`src/inc/instruction_sampling_defines.vh`:
```
// register offsets, field positions and reset values for the instruction sampling monitor
`ifndef INSTRUCTION_SAMPLING_DEFINES_VH
`define INSTRUCTION_SAMPLING_DEFINES_VH
// wishbone word byte offsets
`define REG_FETCH_CTL      8'h00
`define REG_FETCH_FLAGS    8'h04
`define REG_FETCH_ADDR     8'h08
`define REG_OP_CTL         8'h0c
`define REG_OP_RESULT      8'h10
`define REG_OP_MEM_RESULT  8'h14
`define REG_OP_PARENT_ADDR 8'h18
`define REG_OP_DROP_COUNT  8'h1c
`define REG_FETCH_PHYS     8'h20
// control register fields
`define CTL_MAX_LSB    0
`define CTL_ENABLE_BIT 16
`define CTL_VALID_BIT  17
`define CTL_RAND_BIT   18
`define CTL_CYCLE_BIT  19
// fetch flag fields
`define FF_L1_MISS   0
`define FF_L2_MISS   1
`define FF_PHYS_VAL  2
`define FF_IC_MISS   3
`define FF_COMPLETED 4
`define FF_LAT_LSB   16
// op result fields
`define OR_BRANCH    0
`define OR_RETURN    1
`define OR_RESYNC    2
`define OR_T2R_LSB   16
`define OM_LOAD      0
`define OM_STORE     1
`define OM_C2R_LSB   16
// reset values
`define LFSR_SEED    7'h5a
`define MAX_RESET    16'h0000
`endif

```
`src/verilog/instruction_sampling_monitor.v`:
```
// instruction fetch and op sampling monitor with a classic wishbone register slave
`timescale 1ns/1ps
`include "instruction_sampling_defines.vh"

module instruction_sampling_monitor #(
  parameter CNT_W  = 20,
  parameter ADDR_W = 48,
  parameter LAT_W  = 16
) (
  input  wire              clk,
  input  wire              rst,
  // wishbone slave
  input  wire              wbCyc,
  input  wire              wbStb,
  input  wire              wbWe,
  input  wire [7:0]        wbAdr,
  input  wire [3:0]        wbSel,
  input  wire [31:0]       wbDatW,
  output reg  [31:0]       wbDatR,
  output reg               wbAck,
  // fetch pipeline events
  input  wire              fetchStart,
  input  wire [ADDR_W-1:0] fetchVirtAddr,
  input  wire              fetchL1TlbMiss,
  input  wire              fetchL2TlbMiss,
  input  wire              fetchXlateDone,
  input  wire [ADDR_W-1:0] fetchPhysAddr,
  input  wire [1:0]        fetchPageSize,
  input  wire              fetchIcLookup,
  input  wire              fetchIcMiss,
  input  wire              fetchDelivered,
  input  wire              fetchAbort,
  // op pipeline events
  input  wire              opDecodeExit,
  input  wire              opDecodeStall,
  input  wire [ADDR_W-1:0] opParentAddr,
  input  wire              opIsBranch,
  input  wire              opIsReturn,
  input  wire              opIsResync,
  input  wire              opIsLoad,
  input  wire              opIsStore,
  input  wire              tagOpComplete,
  input  wire              tagOpRetire,
  input  wire              tagOpFlush,
  // outputs
  output wire              fetchTagActive,
  output wire              opTagActive,
  output reg               fetchIrq,
  output reg               opIrq,
  output reg               dropEvent
);

  // saturating increment used by the latency counters
  // a latency that outgrows the field sticks at all ones rather than wrapping,
  // so software can tell an overflowed sample from a short one
  function [LAT_W-1:0] satInc;
    input [LAT_W-1:0] v;
    begin
      satInc = (&v) ? v : v + {{(LAT_W-1){1'b0}}, 1'b1};
    end
  endfunction

  // fetch control and state
  reg [15:0]        fetchMax_q;     // software period, upper 16 bits
  reg               fetchEn_q;      // fetch sampling enable
  reg               fetchValid_q;   // sample ready for software
  reg               fetchRand_q;    // randomise low counter bits
  reg [CNT_W-1:0]   fetchCnt_q;     // completed fetch count
  reg               fetchArm_q;     // next attempted fetch gets tag
  reg               fetchTag_q;     // tagged fetch in progress
  reg               fL1_q;          // first-attempt l1 itlb miss
  reg               fL2_q;          // first-attempt l2 itlb miss
  reg               fPhysVal_q;     // phys address and page size valid
  reg               fIcMiss_q;      // first-attempt icache miss
  reg               fComp_q;        // bytes reached decoders
  reg               fXlSeen_q;      // translation outcome captured
  reg               fIcSeen_q;      // icache outcome captured
  reg [LAT_W-1:0]   fLat_q;         // fetch latency counter
  reg [ADDR_W-1:0]  fVirt_q;        // tagged virtual fetch address
  reg [ADDR_W-1:0]  fPhys_q;        // tagged physical fetch address
  reg [1:0]         fPage_q;        // page size
  // op control and state
  reg [15:0]        opMax_q;        // software period, upper 16 bits
  reg               opEn_q;         // op sampling enable
  reg               opValid_q;      // sample ready for software
  reg               opCycle_q;      // cycle-based mode
  reg [CNT_W-1:0]   opCnt_q;        // current cycle count
  reg               opArm_q;        // next decoded op gets tag
  reg               opTag_q;        // tagged op in flight
  reg               opDone_q;       // tagged op has completed
  reg               oBr_q;          // retired branch
  reg               oRet_q;         // return op
  reg               oRsy_q;         // resync op
  reg               oLd_q;          // load op
  reg               oSt_q;          // store op
  reg [ADDR_W-1:0]  oRip_q;         // parent instruction address
  reg [LAT_W-1:0]   oT2r_q;         // tag-to-retire cycles
  reg [LAT_W-1:0]   oC2r_q;         // complete-to-retire cycles
  reg [31:0]        dropCnt_q;      // dropped samples
  reg [6:0]         lfsr_q;         // 7-bit maximal period lfsr

  wire [CNT_W-1:0] fetchMaxFull = {fetchMax_q, 4'h0};
  wire [CNT_W-1:0] opMaxFull    = {opMax_q, 4'h0};
  wire             wbReq        = wbCyc & wbStb & ~wbAck;
  wire             wbWr         = wbReq & wbWe & wbSel[0];
  wire             wrFetchCtl   = wbWr & (wbAdr == `REG_FETCH_CTL);
  wire             wrOpCtl      = wbWr & (wbAdr == `REG_OP_CTL);

  assign fetchTagActive = fetchTag_q;
  assign opTagActive    = opTag_q;

  // lfsr runs every cycle, x^7+x^6+1
  // it free-runs so that the reload value after a flush does not depend on
  // when software last touched the control registers
  // the seed is non-zero; an all-zero state would lock the register
  always @(posedge clk) begin
    if (rst) begin
      lfsr_q <= `LFSR_SEED;
    end else begin
      lfsr_q <= {lfsr_q[5:0], lfsr_q[6] ^ lfsr_q[5]};
    end
  end

  // fetch sampling: select, track first attempts, latency, report
  // flow: count delivered fetches while idle, arm at the period, tag the next
  // attempted fetch, then record the first translation and first icache
  // outcome only; later retries of the same fetch do not touch the flags
  // the sample stays frozen while valid is set, until software clears valid
  // statements lower in this process win over the control register write,
  // so a sample that ends in the write cycle still sets valid
  always @(posedge clk) begin
    if (rst) begin
      fetchMax_q   <= `MAX_RESET;
      fetchEn_q    <= 1'b0;
      fetchValid_q <= 1'b0;
      fetchRand_q  <= 1'b0;
      fetchCnt_q   <= {CNT_W{1'b0}};
      fetchArm_q   <= 1'b0;
      fetchTag_q   <= 1'b0;
      fL1_q        <= 1'b0;
      fL2_q        <= 1'b0;
      fPhysVal_q   <= 1'b0;
      fIcMiss_q    <= 1'b0;
      fComp_q      <= 1'b0;
      fXlSeen_q    <= 1'b0;
      fIcSeen_q    <= 1'b0;
      fLat_q       <= {LAT_W{1'b0}};
      fVirt_q      <= {ADDR_W{1'b0}};
      fPhys_q      <= {ADDR_W{1'b0}};
      fPage_q      <= 2'b00;
      fetchIrq     <= 1'b0;
    end else begin
      fetchIrq <= 1'b0;
      if (wrFetchCtl) begin
        // software load; low four bits forced to zero by the concatenation above
        fetchMax_q   <= wbDatW[`CTL_MAX_LSB+15:`CTL_MAX_LSB];
        fetchEn_q    <= wbDatW[`CTL_ENABLE_BIT];
        fetchRand_q  <= wbDatW[`CTL_RAND_BIT];
        if (!wbDatW[`CTL_VALID_BIT]) begin
          fetchValid_q <= 1'b0;
          fetchCnt_q   <= {CNT_W{1'b0}};
        end
      end
      // count completed fetches while idle
      if (fetchEn_q && !fetchValid_q && !fetchTag_q && !fetchArm_q && fetchDelivered) begin
        if (fetchCnt_q + 1'b1 >= fetchMaxFull) begin
          fetchArm_q <= 1'b1;
          fetchCnt_q <= fetchRand_q ? {{(CNT_W-4){1'b0}}, lfsr_q[3:0]} : {CNT_W{1'b0}};
        end else begin
          fetchCnt_q <= fetchCnt_q + 1'b1;
        end
      end
      // next attempted fetch becomes the tagged one, flags start clear
      if (fetchArm_q && fetchStart) begin
        fetchArm_q <= 1'b0;
        fetchTag_q <= 1'b1;
        fVirt_q    <= fetchVirtAddr;
        fL1_q      <= 1'b0;
        fL2_q      <= 1'b0;
        fPhysVal_q <= 1'b0;
        fIcMiss_q  <= 1'b0;
        fComp_q    <= 1'b0;
        fXlSeen_q  <= 1'b0;
        fIcSeen_q  <= 1'b0;
        fLat_q     <= {LAT_W{1'b0}};
      end
      if (fetchTag_q) begin
        fLat_q <= satInc(fLat_q);
        // first translation attempt only
        if (fetchXlateDone && !fXlSeen_q) begin
          fXlSeen_q  <= 1'b1;
          fL1_q      <= fetchL1TlbMiss;
          fL2_q      <= fetchL1TlbMiss & fetchL2TlbMiss;
          fPhysVal_q <= 1'b1;
          fPhys_q    <= fetchPhysAddr;
          fPage_q    <= fetchPageSize;
        end
        // first icache attempt only, after translation
        if (fetchIcLookup && fXlSeen_q && !fIcSeen_q) begin
          fIcSeen_q <= 1'b1;
          fIcMiss_q <= fetchIcMiss;
        end
        if (fetchDelivered && fIcSeen_q) begin
          fComp_q      <= 1'b1;
          fetchTag_q   <= 1'b0;
          fetchValid_q <= 1'b1;
          fetchIrq     <= 1'b1;
        end else if (fetchAbort) begin
          fetchTag_q   <= 1'b0;
          fetchValid_q <= 1'b1;
          fetchIrq     <= 1'b1;
          // aborted with valid address: icache fill was under way
          if (fXlSeen_q) begin
            fIcMiss_q <= 1'b1;
          end else begin
            // a translation that lands in the abort cycle is not reported:
            // address valid without a fill miss would be an illegal combination
            fL1_q      <= fetchL1TlbMiss & ~fetchXlateDone;  // itlb reload interrupted
            fL2_q      <= 1'b0;
            fPhysVal_q <= 1'b0;
            fIcMiss_q  <= 1'b0;
          end
        end
      end
    end
  end

  // op sampling: cycle count, tag, track to retire or flush
  // flow: count every cycle while idle, arm at the period, tag the next op
  // leaving decode, then run tag-to-retire, and complete-to-retire once completed, until retire or flush
  // a flush wins over a retire in the same cycle: the op never retired
  // only one op is ever in flight, so counting pauses while armed or tagged
  // a reload value above the period arms on the very next cycle
  always @(posedge clk) begin
    if (rst) begin
      opMax_q   <= `MAX_RESET;
      opEn_q    <= 1'b0;
      opValid_q <= 1'b0;
      opCycle_q <= 1'b0;
      opCnt_q   <= {CNT_W{1'b0}};
      opArm_q   <= 1'b0;
      opTag_q   <= 1'b0;
      opDone_q  <= 1'b0;
      oBr_q     <= 1'b0;
      oRet_q    <= 1'b0;
      oRsy_q    <= 1'b0;
      oLd_q     <= 1'b0;
      oSt_q     <= 1'b0;
      oRip_q    <= {ADDR_W{1'b0}};
      oT2r_q    <= {LAT_W{1'b0}};
      oC2r_q    <= {LAT_W{1'b0}};
      dropCnt_q <= 32'h00000000;
      opIrq     <= 1'b0;
      dropEvent <= 1'b0;
    end else begin
      opIrq     <= 1'b0;
      dropEvent <= 1'b0;
      if (wrOpCtl) begin
        opMax_q   <= wbDatW[`CTL_MAX_LSB+15:`CTL_MAX_LSB];
        opEn_q    <= wbDatW[`CTL_ENABLE_BIT];
        opCycle_q <= wbDatW[`CTL_CYCLE_BIT];
        if (!wbDatW[`CTL_VALID_BIT]) begin
          opValid_q <= 1'b0;
          opCnt_q   <= {CNT_W{1'b0}};
        end
      end
      // count every cycle until maximum, then arm
      if (opEn_q && !opValid_q && !opTag_q && !opArm_q) begin
        if (opCnt_q >= opMaxFull) begin
          opArm_q <= 1'b1;
          opCnt_q <= {CNT_W{1'b0}};
          oT2r_q  <= {LAT_W{1'b0}};
        end else begin
          opCnt_q <= opCnt_q + 1'b1;
        end
      end
      // cycle mode: decode stalls while armed go into tag-to-retire
      if (opArm_q && opCycle_q && opDecodeStall) begin
        oT2r_q <= satInc(oT2r_q);
      end
      // next op leaving decode is tagged
      if (opArm_q && opDecodeExit) begin
        opArm_q  <= 1'b0;
        opTag_q  <= 1'b1;
        opDone_q <= 1'b0;
        oRip_q   <= opParentAddr;
        oBr_q    <= opIsBranch;
        oRet_q   <= opIsBranch & opIsReturn;
        oRsy_q   <= opIsResync;
        oLd_q    <= opIsLoad;
        oSt_q    <= opIsStore;
        oC2r_q   <= {LAT_W{1'b0}};
        if (!opCycle_q) begin
          oT2r_q <= {LAT_W{1'b0}};
        end
      end
      if (opTag_q) begin
        oT2r_q <= satInc(oT2r_q);
        if (opDone_q) begin
          oC2r_q <= satInc(oC2r_q);
        end
        if (tagOpComplete) begin
          opDone_q <= 1'b1;
        end
        if (tagOpFlush) begin
          // discard sample, count drop, reseed count
          opTag_q   <= 1'b0;
          dropEvent <= 1'b1;
          dropCnt_q <= dropCnt_q + 32'h00000001;
          opCnt_q   <= {{(CNT_W-7){1'b0}}, lfsr_q};
        end else if (tagOpRetire) begin
          opTag_q   <= 1'b0;
          opValid_q <= 1'b1;
          opIrq     <= 1'b1;
        end
      end
    end
  end

  // wishbone read mux and single-cycle ack
  // ack follows one cycle after the request edge and drops on its own, since
  // a request is only taken while ack is low
  // read data is captured with the request and holds until the next read
  // fields wider than 32 bits report their low word only
  always @(posedge clk) begin
    if (rst) begin
      wbAck  <= 1'b0;
      wbDatR <= 32'h00000000;
    end else begin
      wbAck <= wbReq;
      if (wbReq && !wbWe) begin
        case (wbAdr)
          `REG_FETCH_CTL:      wbDatR <= {12'h000, 1'b0, fetchRand_q, fetchValid_q, fetchEn_q, fetchMax_q};
          `REG_FETCH_FLAGS:    wbDatR <= {fLat_q, 9'h000, fPage_q, fComp_q, fIcMiss_q, fPhysVal_q, fL2_q, fL1_q};
          `REG_FETCH_ADDR:     wbDatR <= fVirt_q[31:0];
          `REG_FETCH_PHYS:     wbDatR <= fPhys_q[31:0];
          `REG_OP_CTL:         wbDatR <= {12'h000, opCycle_q, 1'b0, opValid_q, opEn_q, opMax_q};
          `REG_OP_RESULT:      wbDatR <= {oT2r_q, 13'h0000, oRsy_q, oRet_q, oBr_q};
          `REG_OP_MEM_RESULT:  wbDatR <= {oC2r_q, 14'h0000, oSt_q, oLd_q};
          `REG_OP_PARENT_ADDR: wbDatR <= oRip_q[31:0];
          `REG_OP_DROP_COUNT:  wbDatR <= dropCnt_q;
          default:             wbDatR <= 32'h00000000;
        endcase
      end
    end
  end

endmodule

```
`config.mk`:
```
export PLATFORM = sky130hd
export DESIGN_NAME = instruction_sampling_monitor
export DESIGN_NICKNAME = d
export VERILOG_FILES = /design/src/verilog/instruction_sampling_monitor.v
export VERILOG_INCLUDE_DIRS = /design/src /design/src/inc
export SDC_FILE = /design/constraint.sdc
export NUM_CORES = 1
export LEC_CHECK = 0
export BUFFER_PORTS_ARGS = -buffer_cell sky130_fd_sc_hd__buf_2
export CORE_ASPECT_RATIO = 1.4
export CORE_MARGIN = 2
export CORE_UTILIZATION = 45
export DETAILED_ROUTE_END_ITERATION = 8
export PLACE_DENSITY = 0.66
export SLEW_MARGIN = 20
export SYNTH_ARGS = -nofsm -noshare
export SYNTH_HDL_FRONTEND = slang
export SYNTH_SLANG_ARGS = --single-unit
```
`constraint.sdc`:
```
create_clock -name clk -period 10.8 [get_ports clk]
set_input_delay 1.08 -clock clk [delete_from_list [all_inputs] [get_ports clk]]
set_output_delay 1.08 -clock clk [all_outputs]
set_load 0.01 [all_outputs]
```
==> impl_metrics.yaml <==
critical_path:
  cp.arrival_ns: 4.52
  worst_ep_required_time_ns: 11.25
  startpoint_type: "flip-flop"
  crit_path_end_kind: "flip-flop"
  path_class: "flip-flop to flip-flop"
  reg2reg_slack_ns: 6.72
  critPathMaxFanout: 9
  reg2reg_depth: 13
detailed_routing:
  num_vias: 14498
  drc: 0
  wl_um: 49000
  routedWlPerCell_um: 19.7
  vias_per_cell: 5.82
  route.antenna.remaining_nets: 0
  first_iter_violations: 1425
  firstDrtPassIters: 6
timing:
  post-route-period-util: 0.377
  fmax_ghz: 0.245
  setup_viol: 0
  slew_violations: 0
  rsz0062_at_grt: "false"
  clock_skew_ns: 0.0234
  setup-tns-final_ns: 0
  period_needed_ns: 4.08
  worst_slew_pin_slew_ns: 1.08
  finalHoldViolCount: 0
  relSlewSlack: 0.280
logic_synthesis:
  synth_area_leaders: "dfxtp_1 (42%), nand2_1 (9.7%), a21oi_1 (6.8%), a22oi_1 (3.8%), nor2_1 (3.5%)"
  synth.most_common_cell: "nand2_1"
  synth_edf_count: 0
  yosysUniqueCellTypes: 65
  yosysWarningCount: 0
  synth-async-reset-ratio: 0
  ys_ff_latch: 316
  synth_largest_area_cell: "dfxtp_1"
  syn-instance-count: 1892
  syn_avg_cell_area_um2: 7.95
  ys_seq_area_frac: 0.421
  synth_nets: 2144
  synth_top_area_share: 0.421
  ys_top_cells_by_count: "nand2_1 (388), dfxtp_1 (316), a21oi_1 (204), nor2_1 (141), clkbuf_1 (91)"
  synthFlopType: "dfxtp_1"
  syn-cell-area_mm2: 0.0150
global_routing:
  grt_usage: 0.275
  grt_use_met1: 0.322
  antenna_found_initial: 1
  busiest_layer: "met2"
  grt_pass1_vias: 13421
  grt_pass1_wl_um: 73700
  use_met3: 0.0376
  met2_usage: 0.480
  grt_max_degree: 157
  grt_overflow_total: 0
die:
  dieArea_mm2: 0.0349
  die_x_um: 158
  row_count: 79
  start_util: 0.454
  core_area_mm2: 0.0331
  pin_count: 251
  die_h_um: 220
min_path:
  holdCritPathClass: "flip-flop to flip-flop"
  min_path_cells: 1
power_and_ir_drop:
  p_sw_mw: 0.540
  p_int_mw: 1.85
  power_frac_clock: 0.476
  seqPwrFrac: 0.489
  power.leakage_nw: 6.31
  comb_power_share: 0.036
  swShare: 0.226
  power.density_mw_per_mm2: 138
  vdd_drop_max_mv: 0.0961
final_layout:
  fin_nets: 2274
  fin_util: 0.524
  drive_above_1_share: 0.141
  fillers: 3191
  syn2layout_area_growth_pct: 15.3
flow_run:
  max-cap-violations: 0
placed_design:
  gp_congestion: 0.926
  port_buffers: 187
  hpwl_um: 36000
cts:
  clk_pin_slew_ns: 0.06
  ctsHoldBuffers: 0
  clock-sinks: 316
  cts_setup_buffers: 0
  cts_buffers: 34
  worstSkewPairLatency_ns: 0.53
  cts_tree: "yes"
  clockRootBuffer: "clkbuf_16"
  cts.path.max_buffers: 3
  cts-resized-gates: 0
  ctsHtreeMaxLevel: 2
status:
  status: "completed"
==> critical path, cell delays in order (launching register included) <==
cell and delay [ns]:
dfxtp_1 0.51, nand3_1 0.14, nor2_1 0.18, and3_1 0.30, nor2b_1 0.09, or2_2 0.31, ha_1 0.29, and3_1 0.19
a221oi_1 0.28, o21ai_0 0.18, a221o_1 0.45, or4b_1 0.63, or3_1 0.36, o21ai_0 0.09
==> through the flow <==
step                      worst slack (ns)  power [mW]  std cells  area (um^2)  hold slack [ns]
after floorplan                       7.31        1.23       1892        15000            0.431
after global placement                6.02        1.28       2431        16300            0.433
after detailed placement              5.99        1.28       2431        16300            0.439
after CTS                             6.54        2.41       2490        17300            0.453
after global routing                  6.48        2.46       2491        17300            0.469
final                                 6.72        2.39       2491        17300            0.453
==> flip-flops by register name (all words and copies together), names as in the netlist, 2 cells and up <==
signal and cells:
dropCnt_q 32, fPhys_q 32, fVirt_q 32, oRip_q 32, wbDatR 32, fetchCnt_q 20
opCnt_q 20, fLat_q 16, fetchMax_q 16, oC2r_q 16, oT2r_q 16, opMax_q 16
lfsr_q 7, fPage_q 2
==> layer usage <==
layer | vias to the layer above | share of wire
met4 | 0 | 0.060
met5 | - | 0
met2 | 560 | 0.49
met1 | 6865 | 0.39
li1 | 6935 | -
met3 | 138 | 0.057
==> cells in the final DEF, fill, tap and decap left out, types with 17 or more instances in the layout <==
master / n
nand3_1: 61
mux2i_1: 24
and2_1: 17
nor2b_1: 20
a22o_1: 19
buf_4: 17
nand4_1: 33
a21oi_1: 204
xor2_1: 47
nor3_1: 22
ha_1: 39
nor2_1: 141
a22oi_1: 77
xnor2_1: 17
buf_2: 186
dfxtp_1: 316
nand2_1: 388
clkbuf_16: 34
inv_1: 42
a31oi_1: 30
o21ai_0: 67
and3_1: 30
==> cells by family after synthesis <==
logic type | count (synthesis) | share of synthesized area
AOI/OAI and AO/OA | 487 | 0.201
xor gates and xnor gates | 64 | 0.0373
adders and majority gates | 39 | 0.0325
buffers and inverters | 153 | 0.0393
DFF | 316 | 0.421
muxes | 32 | 0.0220
and+or+nand+nor | 801 | 0.248
==> final timing paths <==
check | from | endpoint
min reg2reg | wbDatR[13]$_SDFFE_PP0P_ | wbDatR[13]$_SDFFE_PP0P_
max | fetchCnt_q[2]$_SDFFE_PP0P_ | fetchCnt_q[18]$_SDFFE_PP0P_
max reg2reg | fetchCnt_q[2]$_SDFFE_PP0P_ | fetchCnt_q[18]$_SDFFE_PP0P_
min | wbDatR[13]$_SDFFE_PP0P_ | wbDatR[13]$_SDFFE_PP0P_
==> area by class of cell <==
type	instances	area, um^2	share of cell area
tap	445	557	0.0321
clock inverter	8	78.8	0.00455
clock buffer	51	985	0.0568
inverter	42	158	0.00909
multi-input combinational	1423	8140	0.470
timing repair buffer	205	1090	0.0629
antenna	1	2.50	0.000144
sequential	316	6330	0.365
==> power groups by stage <==
stage	sequential (mW)	clock (mW)	combinational, mW
2_1_floorplan	1.19	0	0.0363
3_3_place_gp	1.20	0	0.0828
3_5_place_dp	1.20	0	0.0829
4_1_cts	1.17	1.16	0.0831
5_1_grt	1.17	1.20	0.0904
6_report	1.17	1.14	0.0850
Power figures use the tool's default switching activity.
